<file path="src/verilog/crs_defs.vh">
// Notes on behaviour
// - two 8-bit index registers; the second is never stacked on interrupt entry or return
// - program counter is 16 bits, low and high byte, holds next instruction address
// - after reset the program counter loads from the two-byte vector at top of map
// - flag register is 8 bits, top three read one, mask comes out of reset set
// - flag register pushes and pops whole; only carry and mask have their own set and clear, and bit test writes carry
// - half carry is set on carry from bit 3 to 4 in add and add-with-carry only
// - mask bit 3 set on entry or by software, cleared by software or return
// - requests arriving while masked stay pending and are taken once mask clears
// - clearing the mask inside a service routine lets pending requests in at once
// - negative flag copies the top bit of the last result
// - zero flag is set when the last result is zero, cleared otherwise
// - carry set on overflow or borrow; also bit test, shift, rotate, set and clear
// - stack pointer is 16 bits with upper ten bits fixed, 64-byte stack area
// - stack pointer marks next free byte; decrement after push, increment before pop
// - reset and the stack reinit instruction load the stack top address
// - stack pointer wraps at both limits silently, old contents overwritten
// - stack pointer low six bits are written directly by a load
// - interrupt entry writes program counter low first at the stack pointer, then downward
// - a call stacks two bytes, an interrupt five
`ifndef CRS_DEFS_VH
`define CRS_DEFS_VH

`define CRS_RESET_VECTOR 16'hFFFE
`define CRS_SP_RESET 16'h017F
`define CRS_SP_FIXED 10'h005

`define CRS_CC_C 0
`define CRS_CC_Z 1
`define CRS_CC_N 2
`define CRS_CC_I 3
`define CRS_CC_H 4
`define CRS_CC_ONES 3'h7

`define CRS_OP_NOP 5'h00
`define CRS_OP_LD_A 5'h01
`define CRS_OP_LD_X 5'h02
`define CRS_OP_LD_Y 5'h03
`define CRS_OP_ADD 5'h04
`define CRS_OP_ADC 5'h05
`define CRS_OP_SUB 5'h06
`define CRS_OP_AND 5'h07
`define CRS_OP_SHL 5'h08
`define CRS_OP_RLC 5'h09
`define CRS_OP_BTJ 5'h0A
`define CRS_OP_SCF 5'h0B
`define CRS_OP_RCF 5'h0C
`define CRS_OP_SIM 5'h0D
`define CRS_OP_RIM 5'h0E
`define CRS_OP_LD_S 5'h0F
`define CRS_OP_RSP 5'h10
`define CRS_OP_PUSH_A 5'h11
`define CRS_OP_PUSH_CC 5'h12
`define CRS_OP_POP_A 5'h13
`define CRS_OP_POP_CC 5'h14
`define CRS_OP_CALL 5'h15
`define CRS_OP_RET 5'h16
`define CRS_OP_TRAP 5'h17
`define CRS_OP_RETURN_FROM_INTERRUPT 5'h18
`define CRS_OP_JUMP 5'h19
`define CRS_OP_PC_ADV 5'h1A

`define CRS_K_VEC 4'h0
`define CRS_K_INT 4'h1
`define CRS_K_CALL 4'h2
`define CRS_K_PUSH_A 4'h3
`define CRS_K_PUSH_CC 4'h4
`define CRS_K_RETURN_FROM_INTERRUPT 4'h5
`define CRS_K_RET 4'h6
`define CRS_K_POP_A 4'h7
`define CRS_K_POP_CC 4'h8

`define CRS_T_NONE 3'h0
`define CRS_T_PCL 3'h1
`define CRS_T_PCH 3'h2
`define CRS_T_X 3'h3
`define CRS_T_A 3'h4
`define CRS_T_CC 3'h5

`endif

</file>
<file path="src/verilog/crs_core_regs.v">
`include "crs_defs.vh"
`default_nettype none

module crs_core_regs (
  input wire sys_clk,
  input wire rst_b,
  input wire op_valid,
  input wire [4:0] op_code,
  input wire [7:0] op_data,
  input wire [2:0] op_bit,
  input wire [15:0] op_addr,
  input wire irq_req,
  input wire [15:0] irq_vector,
  input wire [7:0] mem_rdata,
  output reg busy,
  output reg [7:0] acc,
  output reg [7:0] idx_x,
  output reg [7:0] idx_y,
  output reg [15:0] pc,
  output reg [7:0] condition_flags,
  output reg [15:0] stack_pointer,
  output reg [15:0] mem_addr,
  output reg [7:0] mem_wdata,
  output reg mem_we,
  output reg mem_re,
  output reg irq_ack
);

  localparam [1:0] S_IDLE = 2'b00;
  localparam [1:0] S_PUSH = 2'b01;
  localparam [1:0] S_READ = 2'b10;
  localparam [1:0] S_DRAIN = 2'b11;

  reg [1:0] state;
  reg [3:0] kind;
  reg [2:0] step;
  reg [15:0] target;
  reg [2:0] rd_tag;
  reg [2:0] rd_tag_d1;
  reg irq_pend;

  reg [7:0] alu_res;
  reg alu_c;
  reg alu_h;
  reg [8:0] wide;
  reg [4:0] half;
  reg cin;

  wire take_irq;
  wire [5:0] sp_low;
  wire [5:0] sp_dec;
  wire [5:0] sp_inc;
  wire last_step;
  wire [2:0] cur_tag;

  function [2:0] seq_len;
    input [3:0] k;
    begin
      case (k)
        `CRS_K_VEC: seq_len = 3'h2;
        `CRS_K_INT: seq_len = 3'h5;
        `CRS_K_CALL: seq_len = 3'h2;
        `CRS_K_RETURN_FROM_INTERRUPT: seq_len = 3'h5;
        `CRS_K_RET: seq_len = 3'h2;
        default: seq_len = 3'h1;
      endcase
    end
  endfunction

  function [2:0] seq_tag;
    input [3:0] k;
    input [2:0] s;
    begin
      seq_tag = `CRS_T_NONE;
      case (k)
        `CRS_K_VEC: begin
          seq_tag = (s == 3'h0) ? `CRS_T_PCH : `CRS_T_PCL;
        end
        `CRS_K_INT: begin
          // index y never appears here
          case (s)
            3'h0: seq_tag = `CRS_T_PCL;
            3'h1: seq_tag = `CRS_T_PCH;
            3'h2: seq_tag = `CRS_T_X;
            3'h3: seq_tag = `CRS_T_A;
            default: seq_tag = `CRS_T_CC;
          endcase
        end
        `CRS_K_CALL: begin
          seq_tag = (s == 3'h0) ? `CRS_T_PCL : `CRS_T_PCH;
        end
        `CRS_K_PUSH_A: begin
          seq_tag = `CRS_T_A;
        end
        `CRS_K_PUSH_CC: begin
          seq_tag = `CRS_T_CC;
        end
        `CRS_K_RETURN_FROM_INTERRUPT: begin
          // exact reverse of entry
          case (s)
            3'h0: seq_tag = `CRS_T_CC;
            3'h1: seq_tag = `CRS_T_A;
            3'h2: seq_tag = `CRS_T_X;
            3'h3: seq_tag = `CRS_T_PCH;
            default: seq_tag = `CRS_T_PCL;
          endcase
        end
        `CRS_K_RET: begin
          seq_tag = (s == 3'h0) ? `CRS_T_PCH : `CRS_T_PCL;
        end
        `CRS_K_POP_A: begin
          seq_tag = `CRS_T_A;
        end
        `CRS_K_POP_CC: begin
          seq_tag = `CRS_T_CC;
        end
        default: begin
          seq_tag = `CRS_T_NONE;
        end
      endcase
    end
  endfunction

  // only six low bits move, so both limits wrap with no flag
  assign sp_low = stack_pointer[5:0];
  assign sp_dec = sp_low - 6'h01;
  assign sp_inc = sp_low + 6'h01;
  assign last_step = (step == (seq_len(kind) - 3'h1));
  assign cur_tag = seq_tag(kind, step);

  // ops win the idle slot; the request is taken in the next free one
  assign take_irq = (state == S_IDLE) && !op_valid && irq_pend &&
                    !condition_flags[`CRS_CC_I];

  always @* begin
    cin = 1'b0;
    wide = 9'h000;
    half = 5'h00;
    alu_res = acc;
    alu_c = condition_flags[`CRS_CC_C];
    alu_h = condition_flags[`CRS_CC_H];
    case (op_code)
      `CRS_OP_ADD, `CRS_OP_ADC: begin
        cin = (op_code == `CRS_OP_ADC) ? condition_flags[`CRS_CC_C] : 1'b0;
        wide = {1'b0, acc} + {1'b0, op_data} + {8'h00, cin};
        half = {1'b0, acc[3:0]} + {1'b0, op_data[3:0]} + {4'h0, cin};
        alu_res = wide[7:0];
        alu_c = wide[8];
        alu_h = half[4];
      end
      `CRS_OP_SUB: begin
        wide = {1'b0, acc} - {1'b0, op_data};
        alu_res = wide[7:0];
        alu_c = wide[8];
      end
      `CRS_OP_AND: begin
        alu_res = acc & op_data;
      end
      `CRS_OP_SHL: begin
        alu_res = {acc[6:0], 1'b0};
        alu_c = acc[7];
      end
      `CRS_OP_RLC: begin
        alu_res = {acc[6:0], condition_flags[`CRS_CC_C]};
        alu_c = acc[7];
      end
      default: begin
        alu_res = op_data;
      end
    endcase
  end

  always @(posedge sys_clk) begin
    if (!rst_b) begin
      state <= S_READ;
      kind <= `CRS_K_VEC;
      step <= 3'h0;
      busy <= 1'b1;
      target <= 16'h0000;
      rd_tag <= `CRS_T_NONE;
      rd_tag_d1 <= `CRS_T_NONE;
      irq_pend <= 1'b0;
      acc <= 8'h00;
      idx_x <= 8'h00;
      idx_y <= 8'h00;
      pc <= 16'h0000;
      condition_flags <= {`CRS_CC_ONES, 5'h08};
      stack_pointer <= `CRS_SP_RESET;
      mem_addr <= 16'h0000;
      mem_wdata <= 8'h00;
      mem_we <= 1'b0;
      mem_re <= 1'b0;
      irq_ack <= 1'b0;
    end else begin
      mem_we <= 1'b0;
      mem_re <= 1'b0;
      irq_ack <= 1'b0;
      rd_tag <= `CRS_T_NONE;
      rd_tag_d1 <= rd_tag;
      // a new request in the taking cycle stays pending
      irq_pend <= irq_req | (irq_pend & ~take_irq);

      case (state)
        S_IDLE: begin
          if (op_valid) begin
            case (op_code)
              `CRS_OP_LD_A, `CRS_OP_ADD, `CRS_OP_ADC, `CRS_OP_SUB, `CRS_OP_AND,
              `CRS_OP_SHL, `CRS_OP_RLC: begin
                acc <= alu_res;
                condition_flags[`CRS_CC_N] <= alu_res[7];
                condition_flags[`CRS_CC_Z] <= (alu_res == 8'h00);
                condition_flags[`CRS_CC_C] <= alu_c;
                condition_flags[`CRS_CC_H] <= alu_h;
              end
              `CRS_OP_LD_X, `CRS_OP_LD_Y: begin
                if (op_code == `CRS_OP_LD_X) begin
                  idx_x <= op_data;
                end else begin
                  idx_y <= op_data;
                end
                condition_flags[`CRS_CC_N] <= op_data[7];
                condition_flags[`CRS_CC_Z] <= (op_data == 8'h00);
              end
              `CRS_OP_BTJ: begin
                condition_flags[`CRS_CC_C] <= op_data[op_bit];
              end
              `CRS_OP_SCF: begin
                condition_flags[`CRS_CC_C] <= 1'b1;
              end
              `CRS_OP_RCF: begin
                condition_flags[`CRS_CC_C] <= 1'b0;
              end
              `CRS_OP_SIM: begin
                condition_flags[`CRS_CC_I] <= 1'b1;
              end
              `CRS_OP_RIM: begin
                condition_flags[`CRS_CC_I] <= 1'b0;
              end
              `CRS_OP_LD_S: begin
                stack_pointer <= {`CRS_SP_FIXED, op_data[5:0]};
              end
              `CRS_OP_RSP: begin
                stack_pointer <= `CRS_SP_RESET;
              end
              `CRS_OP_JUMP: begin
                pc <= op_addr;
              end
              `CRS_OP_PC_ADV: begin
                pc <= pc + {8'h00, op_data};
              end
              `CRS_OP_PUSH_A, `CRS_OP_PUSH_CC, `CRS_OP_CALL, `CRS_OP_TRAP: begin
                state <= S_PUSH;
                busy <= 1'b1;
                step <= 3'h0;
                target <= op_addr;
                if (op_code == `CRS_OP_PUSH_A) begin
                  kind <= `CRS_K_PUSH_A;
                end else if (op_code == `CRS_OP_PUSH_CC) begin
                  kind <= `CRS_K_PUSH_CC;
                end else if (op_code == `CRS_OP_CALL) begin
                  kind <= `CRS_K_CALL;
                end else begin
                  // trap ignores the mask
                  kind <= `CRS_K_INT;
                end
              end
              `CRS_OP_POP_A, `CRS_OP_POP_CC, `CRS_OP_RET, `CRS_OP_RETURN_FROM_INTERRUPT: begin
                state <= S_READ;
                busy <= 1'b1;
                step <= 3'h0;
                if (op_code == `CRS_OP_POP_A) begin
                  kind <= `CRS_K_POP_A;
                end else if (op_code == `CRS_OP_POP_CC) begin
                  kind <= `CRS_K_POP_CC;
                end else if (op_code == `CRS_OP_RET) begin
                  kind <= `CRS_K_RET;
                end else begin
                  kind <= `CRS_K_RETURN_FROM_INTERRUPT;
                end
              end
              default: begin
                state <= S_IDLE;
              end
            endcase
          end else if (take_irq) begin
            state <= S_PUSH;
            busy <= 1'b1;
            step <= 3'h0;
            kind <= `CRS_K_INT;
            target <= irq_vector;
            irq_ack <= 1'b1;
          end
        end
        S_PUSH: begin
          // write at the free byte, then step down
          mem_addr <= stack_pointer;
          mem_we <= 1'b1;
          stack_pointer <= {`CRS_SP_FIXED, sp_dec};
          case (cur_tag)
            `CRS_T_PCL: mem_wdata <= pc[7:0];
            `CRS_T_PCH: mem_wdata <= pc[15:8];
            `CRS_T_X: mem_wdata <= idx_x;
            `CRS_T_A: mem_wdata <= acc;
            default: mem_wdata <= condition_flags;
          endcase
          step <= step + 3'h1;
          if (last_step) begin
            state <= S_IDLE;
            busy <= 1'b0;
            if (kind == `CRS_K_INT) begin
              condition_flags[`CRS_CC_I] <= 1'b1;
              pc <= target;
            end else if (kind == `CRS_K_CALL) begin
              pc <= target;
            end
          end
        end
        S_READ: begin
          mem_re <= 1'b1;
          rd_tag <= cur_tag;
          if (kind == `CRS_K_VEC) begin
            mem_addr <= `CRS_RESET_VECTOR + {13'h0000, step};
          end else begin
            // step up before the read
            mem_addr <= {`CRS_SP_FIXED, sp_inc};
            stack_pointer <= {`CRS_SP_FIXED, sp_inc};
          end
          step <= step + 3'h1;
          if (last_step) begin
            state <= S_DRAIN;
          end
        end
        default: begin
          // last read data lands two edges after it was issued
          if (rd_tag == `CRS_T_NONE) begin
            state <= S_IDLE;
            busy <= 1'b0;
          end
        end
      endcase

      case (rd_tag_d1)
        `CRS_T_PCL: pc[7:0] <= mem_rdata;
        `CRS_T_PCH: pc[15:8] <= mem_rdata;
        `CRS_T_X: idx_x <= mem_rdata;
        `CRS_T_A: acc <= mem_rdata;
        `CRS_T_CC: condition_flags <= {`CRS_CC_ONES, mem_rdata[4:0]};
        default: begin
        end
      endcase
    end
  end

endmodule

`default_nettype wire

</file>
<file path="config.mk">
export PLATFORM = sky130hd
export DESIGN_NAME = crs_core_regs
export DESIGN_NICKNAME = d
export VERILOG_FILES = /design/src/verilog/crs_core_regs.v
export VERILOG_INCLUDE_DIRS = /design/src /design/src/verilog
export SDC_FILE = /design/constraint.sdc
export NUM_CORES = 1
export LEC_CHECK = 0
export CAP_MARGIN = 10
export CORE_MARGIN = 3
export CORE_UTILIZATION = 55
export CTS_BUF_LIST = sky130_fd_sc_hd__clkbuf_16
export DETAILED_ROUTE_END_ITERATION = 12
export DONT_BUFFER_PORTS = 1
export PLACE_DENSITY = 0.7
export SLEW_MARGIN = 10
export SYNTH_ARGS = -nofsm -noshare
export SYNTH_HDL_FRONTEND = slang
export SYNTH_SLANG_ARGS = --single-unit
</file>
<file path="constraint.sdc">
create_clock -name sys_clk -period 8.8 [get_ports sys_clk]
set_input_delay 1.76 -clock sys_clk [delete_from_list [all_inputs] [get_ports sys_clk]]
set_output_delay 1.76 -clock sys_clk [all_outputs]
set_load 0.01 [all_outputs]
</file>
==> impl_results.md <==
* # port buffers at 0
* Simple-gate share of the synthesized area at 0.235
* Clock sink total at about 100
* Clock skew at 0.0102 ns
* Min-delay worst type: reg -> reg
* RSZ-0062 raised after global routing: no
* Critical Path Source Type: primary input
* Synth area leader: dfxtp_1
* Sum of negative setup slack at 0 ns
* Yosys reg bits at 103
* Initial DRC count at 830
* Area Growth Syn to Fin at 2.00%
* Fill count at 1,354
* Routed wire per std cell at 21.9 µm
* Placed cell areas at 7760 µm²
* Seq pwr share at 0.340
* Die W at roughly 130 µm
* Internal power at 1.19 mW
* Die area at 15,800 µm²
* CTS tree: built
* Gr ovfl total at 0
* Dpl hpwl at between 15,000 and 20,000 µm
* Switching share of power at 0.450
* Rows at 43
* Sequential-to-total area share from yosys stat at 0.261
* Crit Path Max Fanout at 21
* Post-synth top flop: dfxtp_1
* Syn Std Cell Area at 7900 µm²
* Psw at 0.973 mW
* CTS max path bufs at 2
* Synth top area share at 0.261
* Highest ir drop seen on vdd at roughly 0.19 mV
* Clk_lat worst skew at 0.36 ns
* Register area at 2060 µm²
* Static leakage at a little over 3 nW
* Layout net count at around 1,100
* Hold depth at 1
* Min Tclk post-route at 4.02 ns
* Reg2Reg Depth at 9
* Die Y at around 130 µm
* Final core utilization at 0.576
* Global-route wire length before repair at 39,200 µm
* Ant diodes at 0
* Fin area at 8050 µm²
* Core area at 14,000 µm²
* Fin cells at ~1,100
* Initial Utilization at 0.564
* Compound-Gate Fraction of Synth Area at 0.281
* Max-cap violations at 0
* Worst Tran Pin Value at 1.05 ns
* Layout cells sized above 1 at 0.0605
* Synth cell types at 90
* Crit. End Element: flip-flop
* Final WL at 25,000 µm
* Critical Path AT at 4.26 ns
* Multi-input logic area at approximately 5300 µm²
* Combinational Power Share at 0.472
* Synth Area in Adders at 0.0672
* Htree depth at 3
* Critical Path RT at 9.04 ns
* Clock transition at path regs at 0.08 ns
* Post-CTS resize count at 0
* Final GP Congestion at between 0.9 and 1
* Number of global-route vias before repair at between 7,000 and 8,000
* Detail Route Antenna Nets at 0
* Mux cell area share after synthesis at 0.0637
* Initial antenna violation count at 1
* PwrDens at about 270 nW/µm²
* Area contributors post-synth: dfxtp_1 26%, ha_1 5.7%, mux2i_1 4.9%
* Num ports at 152
* Iteration count of the initial detailed-routing pass at 7
* Vias per cell at 6.68
* Post-Synth XOR/XNOR Area at 0.0166
* Final hold violations at 0
* Most frequent cells in the layout: 103 x dfxtp_1, 95 x nor2_1, 85 x nand2_1, 69 x o21ai_0, 59 x a21oi_1
* Syn_area_per_cell at 7.80 µm²
* CP Class: in -> reg
* Status: complete, no violations
* Clock power frac at 0.188
* CTS buffer count at 9
* Fmax at 249 MHz
* Most common cell after layout, fill and taps aside: dfxtp_1
* Hold buffer count at cts at 0
* Maximum number of pins on one net before global-route repair at 46
* Vias post-DR at 7,607
* Post-CTS Setup Bufs at 0
* YS warnings at 0
* Gr usage total at 0.307
* DRC Markers at 0
* Fin crit share at 0.457
* Clock tree root driver cell: clkbuf_16
* Setup violators final at 0
* Main combinational cell family by area after synthesis: compound AO/OA/AOI/OAI gates
* Max-slew violation count at 0
* Async S/R FF share, synth at 0
* Inst Count DP at about 1,100
* EDFF count, synth at 0
* Syn Inst Count at 1,012
* Relative slew slack at 0.291
-- sequential cells by signal, summed over array words and instances, names as in the netlist, 2 cells and up --
signal / flops
target: 16
pc: 16
idx_y: 8
step: 3
kind: 4
state: 2
acc: 8
condition_flags: 5
rd_tag_d1: 3
rd_tag: 3
stack_pointer: 6
mem_addr: 8
idx_x: 8
mem_wdata: 8
-- cell families after synthesis --
family                     after synthesis
AOI/OAI and AO/OA                      316
xor gates and xnor gates                15
buffers and inverters                  123
other                                    2
and+or+nand+nor                        366
DFF                                    103
muxes                                   47
adders and majority gates               40
-- layer usage --
metal / global-route usage / routed length, µm / vias up
met3: 0.107 / 2680 / 54
met2: 0.476 / 11200 / 367
li1: - / - / 3616
met5: 0 / 13 / -
met4: 0.0820 / 604 / 2
met1: 0.412 / 10400 / 3568
-- metrics by stage --
step | power [mW] | hold WS (ns) | worst slack [ns]
final | 2.16 | 0.466 | 4.78
after global routing | 2.32 | 0.492 | 4.58
after CTS | 2.15 | 0.466 | 4.82
after detailed placement | 1.74 | 0.449 | 4.45
after global placement | 1.74 | 0.439 | 4.53
after floorplan | 1.55 | 0.431 | 4.12
-- power by group through the flow --
| stage | clock network (mW) | logic [mW] | registers [mW] |
|---|---|---|---|
| 3_3_place_gp | 0 | 0.993 | 0.745 |
| 6_report | 0.407 | 1.02 | 0.736 |
| 2_1_floorplan | 0 | 0.869 | 0.678 |
| 4_1_cts | 0.413 | 1.01 | 0.735 |
| 3_5_place_dp | 0 | 0.999 | 0.745 |
| 5_1_grt | 0.430 | 1.14 | 0.752 |
-- worst max-delay path, cell delays in order --
cell      delay (ns)
nor2b_1         0.23
nand4_1         0.16
fa_1            0.44
fa_1            0.42
nor3_1          0.23
nor3_1          0.14
a221o_1         0.30
a21boi_0        0.25
a211oi_1        0.11
a21oi_1         0.16
nor2_1          0.05
-- path summary, 6_finish.rpt --
kind	from	to	slack, ns
setup reg to reg	step[0]$_SDFFE_PN0P_	mem_wdata[3]$_SDFFE_PN0P_	5.72
hold / removal	rd_tag[0]$_SDFF_PN0_	rd_tag_d1[0]$_SDFF_PN0_	0.47
setup / recovery	op_code[2]	acc[4]$_SDFFE_PN0P_	4.78
hold reg to reg	rd_tag[0]$_SDFF_PN0_	rd_tag_d1[0]$_SDFF_PN0_	0.47
-- cell type report --
| class | instances | share of cell area |
|---|---|---|
| clock buffer | 9 | 0.0280 |
| clock inverter | 7 | 0.00792 |
| tap | 180 | 0.0280 |
| multi-input combinational | 797 | 0.657 |
| timing repair buffer | 8 | 0.00746 |
| sequential | 103 | 0.256 |
| inverter | 34 | 0.0158 |
-- Yosys cell counts, types with 14 or more instances --
library cell	number
dfxtp_1	103
a21oi_1	59
ha_1	36
nand2_1	85
inv_1	32
and3_1	17
clkbuf_1	45
nor2_1	95
nor3_1	36
mux2i_1	39
buf_4	22
buf_2	15
o211ai_1	21
nand2b_1	14
nand3_1	35
a211oi_1	35
nor2b_1	14
o21ai_0	69
(Power assumes the default switching activity.)
